==> src/common/ieflg_pkg.sv <==
package ieflg_pkg;
    // ==========================================================
    // register map (byte offsets on the plain port)
    localparam logic [7:0] IEFLG_CORE_CTRL_ADDR = 8'h0B;
    localparam logic [7:0] IEFLG_CORE_CTRL_ALT_ADDR = 8'h8B;
    localparam logic [7:0] IEFLG_PERIPH_FLAGS_ADDR = 8'h0C;
    localparam logic [7:0] IEFLG_PERIPH_ENABLE_ADDR = 8'h8C;
    // ==========================================================
    // core control bit positions
    localparam int IEFLG_GLOBAL_EN_BIT = 7;
    localparam int IEFLG_GROUP_EN_BIT = 6;
    localparam int IEFLG_TIMER_ZERO_EN_BIT = 5;
    localparam int IEFLG_EXT_EN_BIT = 4;
    localparam int IEFLG_PORT_EN_BIT = 3;
    localparam int IEFLG_TIMER_ZERO_FLAG_BIT = 2;
    localparam int IEFLG_EXT_FLAG_BIT = 1;
    localparam int IEFLG_PORT_FLAG_BIT = 0;
    // ==========================================================
    // peripheral bit positions, shared by enable and flag registers
    localparam int IEFLG_CONV_BIT = 6;
    localparam int IEFLG_CAPCOMP_BIT = 2;
    localparam int IEFLG_PERIOD_BIT = 1;
    localparam int IEFLG_TIMER1_BIT = 0;
    localparam logic [7:0] IEFLG_PERIPH_MASK = 8'h47;
    // ==========================================================
    // reset values
    localparam logic [7:0] IEFLG_CORE_CTRL_RESET = 8'h00;
    localparam logic [7:0] IEFLG_PERIPH_RESET = 8'h00;
    localparam logic [3:0] IEFLG_NIBBLE_RESET = 4'h0;
endpackage

==> src/design/ieflg_edge_sync.sv <==
`timescale 1ns/1ps
`default_nettype none
// two-stage synchroniser plus one registered copy for edge/change compare
module ieflg_edge_sync (
    // clock and reset
    input wire logic clk_in,
    input wire logic rst_n_in,
    // pins
    input wire logic [4:0] pins_in,
    // synchronised level and previous level
    output logic [4:0] level_out,
    output logic [4:0] prev_out
);
    typedef struct packed {
        logic [4:0] meta;
        logic [4:0] level;
        logic [4:0] prev;
    } ieflg_sync_type;
    ieflg_sync_type state;
    ieflg_sync_type next_state;
    always_comb begin
        next_state = state;
        // meta is read only by the second stage
        next_state.meta = pins_in;
        next_state.level = state.meta;
        next_state.prev = state.level;
    end
    always_ff @(posedge clk_in or negedge rst_n_in) begin
        if (!rst_n_in) begin
            state <= '0;
        end else begin
            state <= next_state;
        end
    end
    assign level_out = state.level;
    assign prev_out = state.prev;
endmodule // ieflg_edge_sync
`default_nettype wire

==> src/design/ieflg_interrupt_logic.sv <==
`timescale 1ns/1ps
`default_nettype none
module ieflg_interrupt_logic (
    // clock and reset
    input wire logic clk_in,
    input wire logic rst_n_in,
    // register port
    input wire logic [7:0] addr_in,
    input wire logic [7:0] wdata_in,
    input wire logic wr_in,
    input wire logic rd_in,
    output logic [7:0] rdata_out,
    // pins
    input wire logic external_edge_pin_in,
    input wire logic [3:0] port_b_upper_nibble_in,
    input wire logic edge_rising_select_in,
    // peripheral event pulses, same clock
    input wire logic timer_zero_rollover_in,
    input wire logic converter_done_in,
    input wire logic capcomp_event_in,
    input wire logic period_match_in,
    input wire logic timer1_overflow_in,
    // core side
    output logic irq_request_out,
    output logic [7:0] core_irq_control_out,
    output logic [7:0] peripheral_irq_flags_out
);
    import ieflg_pkg::*;

    typedef struct packed {
        logic [7:0] core_irq_control;
        logic [7:0] peripheral_irq_enable;
        logic [7:0] peripheral_irq_flags;
        logic [7:0] rdata;
        logic irq;
    } ieflg_state_type;

    ieflg_state_type state;
    ieflg_state_type next_state;
    logic [4:0] pin_level;
    logic [4:0] pin_prev;
    logic ext_event;
    logic port_event;
    logic core_wr;
    logic flags_wr;
    logic enable_wr;
    logic core_pend;
    logic periph_pend;

    // ==========================================================
    // pin synchronisation
    ieflg_edge_sync u_sync (
        .clk_in(clk_in),
        .rst_n_in(rst_n_in),
        .pins_in({port_b_upper_nibble_in, external_edge_pin_in}),
        .level_out(pin_level),
        .prev_out(pin_prev)
    );

    // edge select is a register bit elsewhere, taken here as a level
    assign ext_event = edge_rising_select_in ? (pin_level[0] & ~pin_prev[0])
                                             : (~pin_level[0] & pin_prev[0]);
    // any upper pin change; level and prev reset equal, but a pin high at reset release still reads as one change
    assign port_event = |(pin_level[4:1] ^ pin_prev[4:1]);

    // ==========================================================
    // address decode
    function automatic logic is_core(input logic [7:0] a);
        is_core = (a == IEFLG_CORE_CTRL_ADDR) || (a == IEFLG_CORE_CTRL_ALT_ADDR);
    endfunction

    assign core_wr = wr_in && is_core(addr_in);
    assign flags_wr = wr_in && (addr_in == IEFLG_PERIPH_FLAGS_ADDR);
    assign enable_wr = wr_in && (addr_in == IEFLG_PERIPH_ENABLE_ADDR);

    // set wins over a software clear in the same cycle
    function automatic logic sticky(input logic cur, input logic wr, input logic wbit,
                                    input logic ev);
        sticky = ev | (wr ? wbit : cur);
    endfunction

    // ==========================================================
    // next state
    always_comb begin
        next_state = state;
        if (core_wr) begin
            next_state.core_irq_control = wdata_in;
        end
        if (enable_wr) begin
            next_state.peripheral_irq_enable = wdata_in & IEFLG_PERIPH_MASK;
        end
        // flags set whatever the enables say
        next_state.core_irq_control[IEFLG_TIMER_ZERO_FLAG_BIT] = sticky(
            state.core_irq_control[IEFLG_TIMER_ZERO_FLAG_BIT], core_wr,
            wdata_in[IEFLG_TIMER_ZERO_FLAG_BIT], timer_zero_rollover_in);
        next_state.core_irq_control[IEFLG_EXT_FLAG_BIT] = sticky(
            state.core_irq_control[IEFLG_EXT_FLAG_BIT], core_wr,
            wdata_in[IEFLG_EXT_FLAG_BIT], ext_event);
        next_state.core_irq_control[IEFLG_PORT_FLAG_BIT] = sticky(
            state.core_irq_control[IEFLG_PORT_FLAG_BIT], core_wr,
            wdata_in[IEFLG_PORT_FLAG_BIT], port_event);
        next_state.peripheral_irq_flags[IEFLG_CONV_BIT] = sticky(
            state.peripheral_irq_flags[IEFLG_CONV_BIT], flags_wr,
            wdata_in[IEFLG_CONV_BIT], converter_done_in);
        next_state.peripheral_irq_flags[IEFLG_CAPCOMP_BIT] = sticky(
            state.peripheral_irq_flags[IEFLG_CAPCOMP_BIT], flags_wr,
            wdata_in[IEFLG_CAPCOMP_BIT], capcomp_event_in);
        next_state.peripheral_irq_flags[IEFLG_PERIOD_BIT] = sticky(
            state.peripheral_irq_flags[IEFLG_PERIOD_BIT], flags_wr,
            wdata_in[IEFLG_PERIOD_BIT], period_match_in);
        next_state.peripheral_irq_flags[IEFLG_TIMER1_BIT] = sticky(
            state.peripheral_irq_flags[IEFLG_TIMER1_BIT], flags_wr,
            wdata_in[IEFLG_TIMER1_BIT], timer1_overflow_in);
        next_state.peripheral_irq_flags = next_state.peripheral_irq_flags
                                          & IEFLG_PERIPH_MASK;
        // read data valid the cycle after the strobe only
        next_state.rdata = 8'h00;
        if (rd_in) begin
            if (is_core(addr_in)) begin
                next_state.rdata = state.core_irq_control;
            end else if (addr_in == IEFLG_PERIPH_FLAGS_ADDR) begin
                next_state.rdata = state.peripheral_irq_flags;
            end else if (addr_in == IEFLG_PERIPH_ENABLE_ADDR) begin
                next_state.rdata = state.peripheral_irq_enable;
            end
        end
        next_state.irq = state.core_irq_control[IEFLG_GLOBAL_EN_BIT]
                         && (core_pend || periph_pend);
    end

    // ==========================================================
    // request gating from current registers
    always_comb begin
        core_pend = (state.core_irq_control[IEFLG_TIMER_ZERO_EN_BIT]
                     && state.core_irq_control[IEFLG_TIMER_ZERO_FLAG_BIT])
                    || (state.core_irq_control[IEFLG_EXT_EN_BIT]
                        && state.core_irq_control[IEFLG_EXT_FLAG_BIT])
                    || (state.core_irq_control[IEFLG_PORT_EN_BIT]
                        && state.core_irq_control[IEFLG_PORT_FLAG_BIT]);
        // enables share bit positions, so one AND
        periph_pend = state.core_irq_control[IEFLG_GROUP_EN_BIT]
                      && |(state.peripheral_irq_enable
                           & state.peripheral_irq_flags);
    end

    always_ff @(posedge clk_in or negedge rst_n_in) begin
        if (!rst_n_in) begin
            state.core_irq_control <= IEFLG_CORE_CTRL_RESET;
            state.peripheral_irq_enable <= IEFLG_PERIPH_RESET;
            state.peripheral_irq_flags <= IEFLG_PERIPH_RESET;
            state.rdata <= 8'h00;
            state.irq <= 1'b0;
        end else begin
            state <= next_state;
        end
    end

    assign rdata_out = state.rdata;
    assign irq_request_out = state.irq;
    assign core_irq_control_out = state.core_irq_control;
    assign peripheral_irq_flags_out = state.peripheral_irq_flags;
endmodule // ieflg_interrupt_logic
`default_nettype wire

==> config.mk <==
export PLATFORM = sky130hd
export DESIGN_NAME = ieflg_interrupt_logic
export DESIGN_NICKNAME = d
export VERILOG_FILES = /design/src/common/ieflg_pkg.sv /design/src/design/ieflg_edge_sync.sv /design/src/design/ieflg_interrupt_logic.sv
export SDC_FILE = /design/constraint.sdc
export NUM_CORES = 1
export LEC_CHECK = 0
export ABC_CLOCK_PERIOD_IN_PS = 1400
export BUFFER_PORTS_ARGS = -buffer_cell sky130_fd_sc_hd__buf_2
export CORE_MARGIN = 2
export CORE_UTILIZATION = 50
export DETAILED_ROUTE_END_ITERATION = 10
export PLACE_DENSITY = 0.79
export REMOVE_ABC_BUFFERS = 1
export SYNTH_ARGS = -nofsm -noshare
export SYNTH_HDL_FRONTEND = slang
export SYNTH_SLANG_ARGS = --single-unit
export TNS_END_PERCENT = 100
==> constraint.sdc <==
create_clock -name clk_in -period 1.4 [get_ports clk_in]
set_clock_uncertainty 0.1 [all_clocks]
set_input_delay 0.28 -clock clk_in [delete_from_list [all_inputs] [get_ports clk_in]]
set_output_delay 0.28 -clock clk_in [all_outputs]
set_load 0.02 [all_outputs]
==> results of run 1 <==
## Yosys cell counts
library cell  count
and2_1            4
and3b_1           2
nand4_1           2
o21ai_0           1
mux2i_1           4
nor3b_2           1
a211o_2           1
and3_2            1
a22o_1            2
inv_1             1
nand4_4           1
clkbuf_1          1
nand3_1           2
a22oi_1           4
or4b_2            1
o31ai_1           2
nand2_1           1
conb_1            1
buf_4            24
a21boi_0          1
a222oi_1          1
nor4b_4           1
nor2_1           13
a21oi_1           1
nand3b_1          1
and4_2            1
xor2_1            4
nand4b_2          1
mux2_2           13
nor4_1            1
dfrtp_1          40
nand3_4           1
## cell usage in the layout, fill, tap and decap left out, drive strengths merged, types with 2 or more instances in the layout
| master | instances |
|---|---|
| mux2 | 13 |
| a22oi | 4 |
| clkbuf | 5 |
| bufinv | 2 |
| buf | 56 |
| dlygate4sd3 | 6 |
| nand4 | 3 |
| o31ai | 2 |
| nor2 | 13 |
| conb | 4 |
| and3b | 2 |
| xor2 | 4 |
| dfrtp | 40 |
| and2 | 4 |
| mux2i | 4 |
| nand3 | 3 |
| a22o | 2 |
## layer usage
metal  track usage (%)  vias to the layer above  part of all wire [%]
met3              6.79                        9                   5.7
met2              33.3                       37                    53
met5                 0                        -                     0
met1              21.8                      578                    39
met4              7.88                        0                   2.6
li1                  -                      540                     -
## final timing paths
path	startpoint	endpoint	slack (ns)
max	addr_in[6]	core_irq_control_out[1]$_DFF_PN0_	0.06
min	timer_zero_rollover_in	core_irq_control_out[2]$_DFF_PN0_	0.04
max in group asynchronous	rst_n_in	core_irq_control_out[1]$_DFF_PN0_	0.68
max reg2reg	u_sync.level_out[4]$_DFF_PN0_	core_irq_control_out[0]$_DFF_PN0_	0.17
min reg2reg	u_sync.next_state[9]$_DFF_PN0_	u_sync.level_out[4]$_DFF_PN0_	0.26
min in group asynchronous	rst_n_in	core_irq_control_out[6]$_DFFE_PN0N_	0.32
## where the power goes
group          total, mW  switching (mW)  internal, mW
logic              0.239           0.128         0.111
registers           1.22          0.0278          1.20
clock network      0.900           0.354         0.546
## cells by family after synthesis
kind of cell           synth area share, %
XOR/XNOR                              1.99
AND/OR/NAND/NOR                       14.1
other                                0.213
AO/OA/AOI/OAI                         5.68
multiplexers                          10.6
buffers and inverters                 10.6
flip-flops                            56.8
## worst max-delay path: cells and delay by family
family / cells / cell delay [ns]
buffers and inverters: 1 / 0.12
and+or+nand+nor: 2 / 0.79
AOI/OAI and AO/OA: 1 / 0.25
## sequential cells by signal, summed over array words and instances, names as in the netlist
register / flops
core_irq_control_out: 8
irq_request_out: 1
peripheral_irq_flags_out: 4
rdata_out: 8
state: 4
u_sync.level_out: 5
u_sync.next_state: 5
u_sync.prev_out: 5
## stage by stage
step | total power, mW | utilization, % | worst slack (ns) | instances
floorplan | 1.34 | - | -0.118 | 113
finish | 2.36 | 62.9 | 0.0578 | 228
detailed placement | 1.47 | 58.1 | -0.310 | 215
global placement | 1.46 | 58.1 | -0.249 | 215
global route | 2.46 | 62.9 | 0.00195 | 228
CTS | 2.38 | 62.8 | 0.0551 | 228
## what timing repair did
item	CTS	global route
hold buffers	6	0
resized for setup	0	1
hold endpoints to repair	45	0
endpoints found under the setup margin	0	1
buffers inserted	0	0
## cell type report
class	instances	area share, %
clock buffer	5	1.77
inverter	1	0.177
tap	46	2.72
multi-input combinational	72	28.0
clock inverter	2	2.84
timing repair buffer	62	17.3
sequential	40	47.3
==> results.yml, run 1 <==
run_status:
  status: "finished clean"
sta:
  finalCriticalPeriod_ns: 1.34
  finalHoldViolations: 0
  final-max-slew-violation-count: 0
  rsz0062_at_grt: "no"
  tns_ns: 0
  clock.fmax_mhz: 745
  setup_viol: 0
  finalCritPeriodShare_pct: 95.9
  holdWs_ns: 0.0395
clock_network:
  cts-root-buf: "clkbuf_4"
  path_clk_slew_ns: 0.10
  cts_tree: "yes"
  cts-htree-levels: 2
  insertion_delay_ns: 0.34
  cts_buffer_depth: 2
  cts_buffers: 5
  cts_sinks: 40
yosys:
  syn_area_per_cell_um2: 13.1
  synth_area_leaders: "dfrtp_1, buf_4, mux2_2, nor2_1, mux2i_1"
  ys_seq_area_share_pct: 56.8
  synth_top_area_share_pct: 56.8
  yosys_warnings: 0
  synthCells: 135
  syn-cell-area_um2: 1760
  ys_seq_elements: 40
  ys_types: 32
  synth_top_area_cell: "dfrtp_1"
detailed_routing:
  routed_wl_um: 3430
  routedWlPerCell_um: 15.0
  vias: 1164
  firstDrtPassIters: 5
  via_per_inst: 5.11
  drtIter0Drc: 29
  drc: 0
  detail-route-antenna-nets: 0
setup_path:
  r2r.worst_path.cells: 3
  start_kind: "primary input"
  critPathRequiredTime_ns: 1.51
  max_stage_delay_ns: 0.68
  slowest_stage: "or4b_2"
  critical_path_arrival_ns: 1.46
  cp-end-kind: "flop"
  worstSetupPathType: "primary input to flop"
  cp_max_fo: 2
  crit_chain: "buf_2, or4b_2, o31ai_1, nand3_1"
floorplan:
  die_w_um: 63.4
  fp.dieH_um: 63.4
  start_util_pct: 52.4
  core-area_um2: 3360
  ios: 56
  die_area_um2: 4020
  rows: 21
global_route:
  antenna_found_initial: 0
  grt_pass1_wl_um: 5780
  grt_pass1_vias: 1244
  grt_overflow: 0
  grt_max_degree: 41
  grt_usage_pct: 19.3
power_and_ir_drop:
  p_leak_nw: 1.06
  ir_drop_mv: 0.609
  power.density_nw_per_um2: 1120
placement:
  dpl_cell_area_um2: 1950
  numPortBuffers: 51
  gp_congestion: 0.880
  dp_hpwl_um: 2570
cells_and_area:
  area_growth_pct: 20.1
  multi_input_area_um2: 592
  stdcell_area_um2: 2120
  fin_nets: 213
  register_area_um2: 1000
  antenna-diode-count: 0
  fill_cells: 286
  drive_gt1_share_pct: 47.3
run:
  maxCapViolCount: 0
worst_hold_path:
  hold_path_depth: 2
  min_path_type: "primary input to flop"
Note: power is estimated with default switching activity, not from simulation.
==> run 2, diff against run 1 <==
--- a/config.mk
+++ b/config.mk
@@ -7,11 +7,11 @@
 export LEC_CHECK = 0
 export ABC_CLOCK_PERIOD_IN_PS = 1400
 export BUFFER_PORTS_ARGS = -buffer_cell sky130_fd_sc_hd__buf_2
-export CORE_MARGIN = 2
 export CORE_UTILIZATION = 50
 export DETAILED_ROUTE_END_ITERATION = 10
 export PLACE_DENSITY = 0.79
 export REMOVE_ABC_BUFFERS = 1
+export SKIP_CTS_REPAIR_TIMING = 1
 export SYNTH_ARGS = -nofsm -noshare
 export SYNTH_HDL_FRONTEND = slang
 export SYNTH_SLANG_ARGS = --single-unit
==> constraint.sdc (replaced) <==
create_clock -name clk_in -period 1.4 [get_ports clk_in]
set_clock_uncertainty 0.1 [all_clocks]
set_input_delay 0.14 -clock clk_in [delete_from_list [all_inputs] [get_ports clk_in]]
set_output_delay 0.14 -clock clk_in [all_outputs]
set_load 0.02 [all_outputs]
==> run 2 against run 1 <==
  * Global-route usage increased by 0.38 points
  * Critical endpoint is now core_irq_control_out[0]$_DFF_PN0_
  * Largest cell class unchanged
  * Register-to-register slack got worse by 0.06 ns
  * First-iteration DRC count decreased by 38%
==> results.yml, run 2 (synthesis gave the netlist of run 1 again) <==
clock_network:
  path_clk_slew_ns: 0.11
  cts_buffers: 5
  cts_sinks: 40
  cts-htree-levels: 2
  cts-root-buf: "clkbuf_4"
  cts_buffer_depth: 2
  insertion_delay_ns: 0.34
  cts_tree: "yes"
floorplan:
  ios: 56
  rows: 21
  die_w_um: 61.4
  core-area_um2: 3360
  start_util_pct: 52.4
  die_area_um2: 3770
  fp.dieH_um: 61.4
global_route:
  gr-usage-met2_pct: 32.5
  grtUsageMet1_pct: 24.8
  grt_usage_pct: 19.7
  grt_pass1_wl_um: 5040
  met3_usage_pct: 6.30
  top_usage_layer: "met2"
  antenna_found_initial: 0
  grt_max_degree: 23
  grt_overflow: 0
  grt_pass1_vias: 1063
detailed_routing:
  routedWlPerCell_um: 14.2
  firstDrtPassIters: 4
  vias: 1184
  drtIter0Drc: 18
  detail-route-antenna-nets: 0
  drc: 0
  via_per_inst: 4.91
  routed_wl_um: 3420
cells_and_area:
  area_growth_pct: 24.3
  fill_cells: 292
  final_common_cell: "buf_2"
  final_cell_mix: "buf_2, dfrtp_1, dlygate4sd3_1"
  antenna-diode-count: 0
  final_cells: 241
  drive_gt1_share_pct: 44.1
  fin_nets: 226
sta:
  max-slew-margin-rel_pct: 66.4
  final-max-slew-violation-count: 0
  fin_ws_ns: 0.113
  finalCritPeriodShare_pct: 91.9
  finalHoldViolations: 0
  setup_viol: 0
  worstMarginPinSlew_ns: 0.505
  rsz0062_at_grt: "no"
  finalCriticalPeriod_ns: 1.29
  clock.fmax_mhz: 777
power_and_ir_drop:
  power_mw: 2.02
  power.density_nw_per_um2: 923
  p_leak_nw: 1.09
  ir_drop_mv: 0.642
setup_path:
  cp_max_fo: 2
  worstReg2RegStart: "u_sync.level_out[2]$_DFF_PN0_"
  critical_path_arrival_ns: 1.41
  rrSetupSlack_ns: 0.11
  start_kind: "flop"
  critPathRequiredTime_ns: 1.52
  cp-end-kind: "flop"
  crit_family: "flip-flops"
  r2r.worst_path.cells: 4
  slowest_stage: "dfrtp_1"
  worstSetupPathType: "flop to flop"
  crit_chain: "xor2_1, nor4_1, buf_4, nand3_1"
  reg2reg_to: "core_irq_control_out[0]$_DFF_PN0_"
  worst-path-buf-inv: 1
  max_stage_delay_ns: 0.42
placement:
  dp_slack_ns: -0.153
  dp_hpwl_um: 2520
  dp_cells: 216
  gp_congestion: 0.880
  numPortBuffers: 51
worst_hold_path:
  min_path_type: "primary input to flop"
  hold_path_depth: 3
  hold_path_end: "rdata_out[1]$_DFF_PN0_"
  hold_start: "rd_in"
run_status:
  status: "finished clean"
run:
  maxCapViolCount: 0
-- run 2: cell count changes in the layout (fill, tap and decap cells not counted) --
cell	before	now
bufinv_16	2	0
clkinvlp_4	0	1
buf_4	4	5
nor4_1	0	1
dlygate4sd3_1	6	18
clkinv_2	0	1
nor4_2	1	0
-- run 2: worst min-delay path: cells and delay by family --
kind	cells	cell delay (ns)
and+or+nand+nor	2	0.17
buffers and inverters	1	0.11
-- run 2: worst max-delay path by stage --
| stage | startpoint | to | slack (ns) | cells past startpoint |
|---|---|---|---|---|
| after floorplan | addr_in[6] | core_irq_control_out[2]$_DFF_PN0_ | 0.02 | 3 |
| after global placement | addr_in[6] | core_irq_control_out[0]$_DFF_PN0_ | -0.09 | 4 |
| after detailed placement | addr_in[6] | core_irq_control_out[0]$_DFF_PN0_ | -0.15 | 4 |
| after CTS | u_sync.prev_out[4]$_DFF_PN0_ | core_irq_control_out[0]$_DFF_PN0_ | 0.10 | 4 |
| after global routing | u_sync.prev_out[4]$_DFF_PN0_ | core_irq_control_out[0]$_DFF_PN0_ | 0.003 | 4 |
| final | u_sync.level_out[2]$_DFF_PN0_ | core_irq_control_out[0]$_DFF_PN0_ | 0.11 | 4 |
-- run 2: metal layers --
metal	vias to the layer above	wire length [µm]
li1	566	-
met1	582	1450
met2	30	1810
met3	6	121
met4	0	42
met5	-	0
-- run 2: where the power goes --
part / internal, mW / total [mW] / switching (mW) / leakage, nW
Clock: 0.183 / 0.535 / 0.352 / 0.0271
Sequential: 1.20 / 1.22 / 0.0285 / 0.485
Combinational: 0.133 / 0.262 / 0.129 / 0.579
-- run 2: cell type report --
class                           count  area, µm²  share of cell area (%)
Timing Repair Buffer               75        493                    22.5
Sequential cell                    40       1000                    45.7
Multi-Input combinational cell     72        586                    26.7
Inverter                            1       3.75                   0.171
Clock inverter                      2       12.5                   0.571
Tap cell                           46       57.6                    2.63
Clock buffer                        5       37.5                    1.71
-- run 2: per-stage QoR --
stage          utilization, %  TNS (ns)  area [µm²]  hold WS [ns]
4_1_cts                  59.8         0        2010        -0.344
2_1_floorplan               -         0        1590        -0.256
3_3_place_gp             58.3    -0.184        1960        0.0352
3_5_place_dp             58.3    -0.352        1960        0.0426
6_report                 65.1         0        2190        0.0182
5_1_grt                  65.1         0        2190        0.0244
==> run 3, diff against run 2 <==
--- a/config.mk
+++ b/config.mk
@@ -5,14 +5,15 @@
 export SDC_FILE = /design/constraint.sdc
 export NUM_CORES = 1
 export LEC_CHECK = 0
-export ABC_CLOCK_PERIOD_IN_PS = 1400
+export ABC_CLOCK_PERIOD_IN_PS = 1300
 export BUFFER_PORTS_ARGS = -buffer_cell sky130_fd_sc_hd__buf_2
-export CORE_UTILIZATION = 50
+export CORE_UTILIZATION = 45
 export DETAILED_ROUTE_END_ITERATION = 10
-export PLACE_DENSITY = 0.79
+export PLACE_DENSITY = 0.72
 export REMOVE_ABC_BUFFERS = 1
 export SKIP_CTS_REPAIR_TIMING = 1
 export SYNTH_ARGS = -nofsm -noshare
 export SYNTH_HDL_FRONTEND = slang
+export SYNTH_HIERARCHICAL = 1
 export SYNTH_SLANG_ARGS = --single-unit
 export TNS_END_PERCENT = 100
==> constraint.sdc (replaced) <==
create_clock -name clk_in -period 1.3 [get_ports clk_in]
set_clock_uncertainty 0.1 [all_clocks]
set_input_delay 0.13 -clock clk_in [delete_from_list [all_inputs] [get_ports clk_in]]
set_output_delay 0.13 -clock clk_in [all_outputs]
set_load 0.02 [all_outputs]
==> run 3 against run 2 <==
  * Via count is 1.1% higher
  * Die area up 12%
  * Register-to-register slack lost 0.05 ns
  * Global-route usage shrank 2.4 points
  * Area after synthesis is 0.78% higher
  * Core utilization shrank 6.4 points
  * Design area down 0.34%
  * Synthesized cell count grew 4.4%
  * Sequential power rose by 8%
  * Power is 16% higher
  * Count of clock-buffer cells in the layout rose by 1
  * Sequential share of layout area rose by 0.16 points
  * Critical endpoint unchanged
  * Largest cell class unchanged
  * Largest power group unchanged
==> results.yml, run 3 <==
run_status:
  status: "finished clean"
run:
  maxCapViolCount: 0
detailed_routing:
  wl_met2_um: 1680
  detail-route-antenna-nets: 0
  via_per_inst: 5.01
  dr.max_layer_used: "met4"
  routed_wl_um: 3430
  routedWlPerCell_um: 14.3
  vias: 1197
  firstDrtPassIters: 4
  met3WireLength_um: 202
  drtIter0Drc: 42
  wl_met1_um: 1450
  drc: 0
setup_path:
  worstReg2RegStart: "u_sync/prev_out[4]$_DFF_PN0_"
  startpoint: "u_sync/prev_out[4]$_DFF_PN0_"
  cp-end-kind: "flop"
  start_kind: "flop"
  worstSetupPathType: "flop to flop"
  rrSetupSlack_ns: 0.06
  critical_path_arrival_ns: 1.29
  r2r.worst_path.cells: 3
  crit_path_end: "core_irq_control_out[0]$_DFF_PN0_"
  critPathRequiredTime_ns: 1.35
  cp_max_fo: 1
  reg2reg_to: "core_irq_control_out[0]$_DFF_PN0_"
yosys:
  synth_top_area_share_pct: 56.3
  synth_compound_area_share_pct: 9.23
  synth_common_cells: "dfrtp_1, buf_4, mux2_2, nand2_1, nor2_1"
  synth_top_area_cell: "dfrtp_1"
  synthAdderAreaFrac_pct: 0
  synth_top_family_by_area: "buffers and inverters"
  yosys_warnings: 6
  ys_types: 32
  synth_enable_flop_cells: 0
  ys_seq_area_share_pct: 56.3
  synthSimpleGateAreaFrac_pct: 10.8
  synth_xor_area_share_pct: 1.97
  synthCells: 141
  yosysMostFrequentCell: "dfrtp_1"
  synth_flop_cell: "dfrtp_1"
  syn_area_per_cell_um2: 12.6
  syn-cell-area_um2: 1780
  ys_seq_elements: 40
  muxShareOfSynthArea_pct: 8.24
  synth_area_leaders: "dfrtp_1, buf_4, mux2_2, a41oi_1, xor2_1"
  async_reset_ff_share_pct: 100
cells_and_area:
  multi_input_area_um2: 578
  drive_gt1_share_pct: 43.5
  final_common_cell: "buf_2"
  area_growth_pct: 22.9
  final_cell_mix: "buf_2, dfrtp_1, dlygate4sd3_1"
  fill_cells: 321
  register_area_um2: 1000
  final_cells: 239
  fin_nets: 222
  antenna-diode-count: 0
floorplan:
  die_w_um: 64.8
  core-area_um2: 3720
  ios: 56
  rows: 22
  die_area_um2: 4200
  start_util_pct: 47.8
  fp.dieH_um: 64.8
power_and_ir_drop:
  clkPwrFrac_pct: 31.9
  power_mw: 2.34
  power.share.sequential_pct: 56.4
  p_int_mw: 1.79
  ir_drop_mv: 0.690
  p_leak_nw: 1.04
  swShare_pct: 23.3
  pwr-share-comb_pct: 11.7
  p_sw_mw: 0.544
  power.density_nw_per_um2: 1070
global_route:
  grt_usage_pct: 17.3
  grt_pass1_wl_um: 5160
  grt_pass1_vias: 1080
  antenna_found_initial: 0
  grt_overflow: 0
  grt_max_degree: 26
sta:
  finalCriticalPeriod_ns: 1.24
  final-max-slew-violation-count: 0
  finalCritPeriodShare_pct: 95.4
  clock.fmax_mhz: 806
  finalHoldViolations: 0
  setup_viol: 0
  rsz0062_at_grt: "no"
clock_network:
  cts_sinks: 40
  cts_tree: "yes"
  cts_buffers: 5
  insertion_delay_ns: 0.29
  cts-root-buf: "clkbuf_8"
  cts_buffer_depth: 2
  cts-htree-levels: 2
  path_clk_slew_ns: 0.07
placement:
  numPortBuffers: 51
  dp_hpwl_um: 2560
  dp_cells: 217
  gp_congestion: 0.846
worst_hold_path:
  min_path_type: "primary input to flop"
## run 3: power by group through the flow
stage               sequential, mW  clock (mW)  combinational, mW
floorplan                     1.35           0             0.0849
detailed placement            1.34           0              0.233
global placement              1.34           0              0.227
finish                        1.32       0.745              0.273
CTS                           1.32       0.753              0.234
global route                  1.32       0.815              0.298
## run 3: how the worst min path moves through the flow
stage                            from                           endpoint  slack [ns]  cells past startpoint
after floorplan              rst_n_in  core_irq_control_out[0]$_DFF_PN0_       -0.27                      0
after global placement       rst_n_in       u_sync/prev_out[0]$_DFF_PN0_       -0.05                      1
after detailed placement     rst_n_in     u_sync/next_state[5]$_DFF_PN0_       -0.04                      1
after CTS                    rst_n_in      u_sync/level_out[0]$_DFF_PN0_       -0.35                      1
after global routing      wdata_in[2]              state[19]$_DFFE_PN0P_        0.03                      2
final                     wdata_in[2]              state[19]$_DFFE_PN0P_        0.03                      2
## run 3: layer usage
metal  up-vias  GRT usage (%)
met4         0           11.1
met1       576           21.4
li1        567              -
met5         -              0
met3         7           5.11
met2        47           26.3
## run 3: logic make-up (layout without fill, tap and decap cells)
family,Yosys count,in the layout
flip-flops,40,40
AO/OA/AOI/OAI,21,21
XOR/XNOR,4,4
buffers and inverters,33,80
multiplexers,13,13
other,1,4
AND/OR/NAND/NOR,29,29
## run 3: through the flow
step	setup WS (ns)	cell area, µm²	hold WS (ns)	utilization, %	setup TNS (ns)
after floorplan	-0.453	1560	-0.266	-	-2.22
after global placement	-0.205	1930	-0.0500	52.0	-2.83
after detailed placement	-0.269	1930	-0.0383	52.0	-3.48
after CTS	-0.0581	2010	-0.350	54.0	-0.0581
after global routing	0.0184	2180	0.0255	58.8	0
final	0.0599	2180	0.0266	58.8	0
## run 3: worst max-delay path: stages (launching register included)
cell	delay (ns)
dfrtp_1	0.37
xor2_1	0.17
nor4_2	0.32
nand3_1	0.14
## run 3: final cells by class
cell class | count | area share (%)
multi-input cells | 71 | 26.5
repair buffers | 72 | 21.2
inverters | 1 | 0.172
clock buffers | 6 | 3.32
flip-flops and latches | 40 | 45.8
clock inverters | 1 | 0.229
well taps | 48 | 2.75
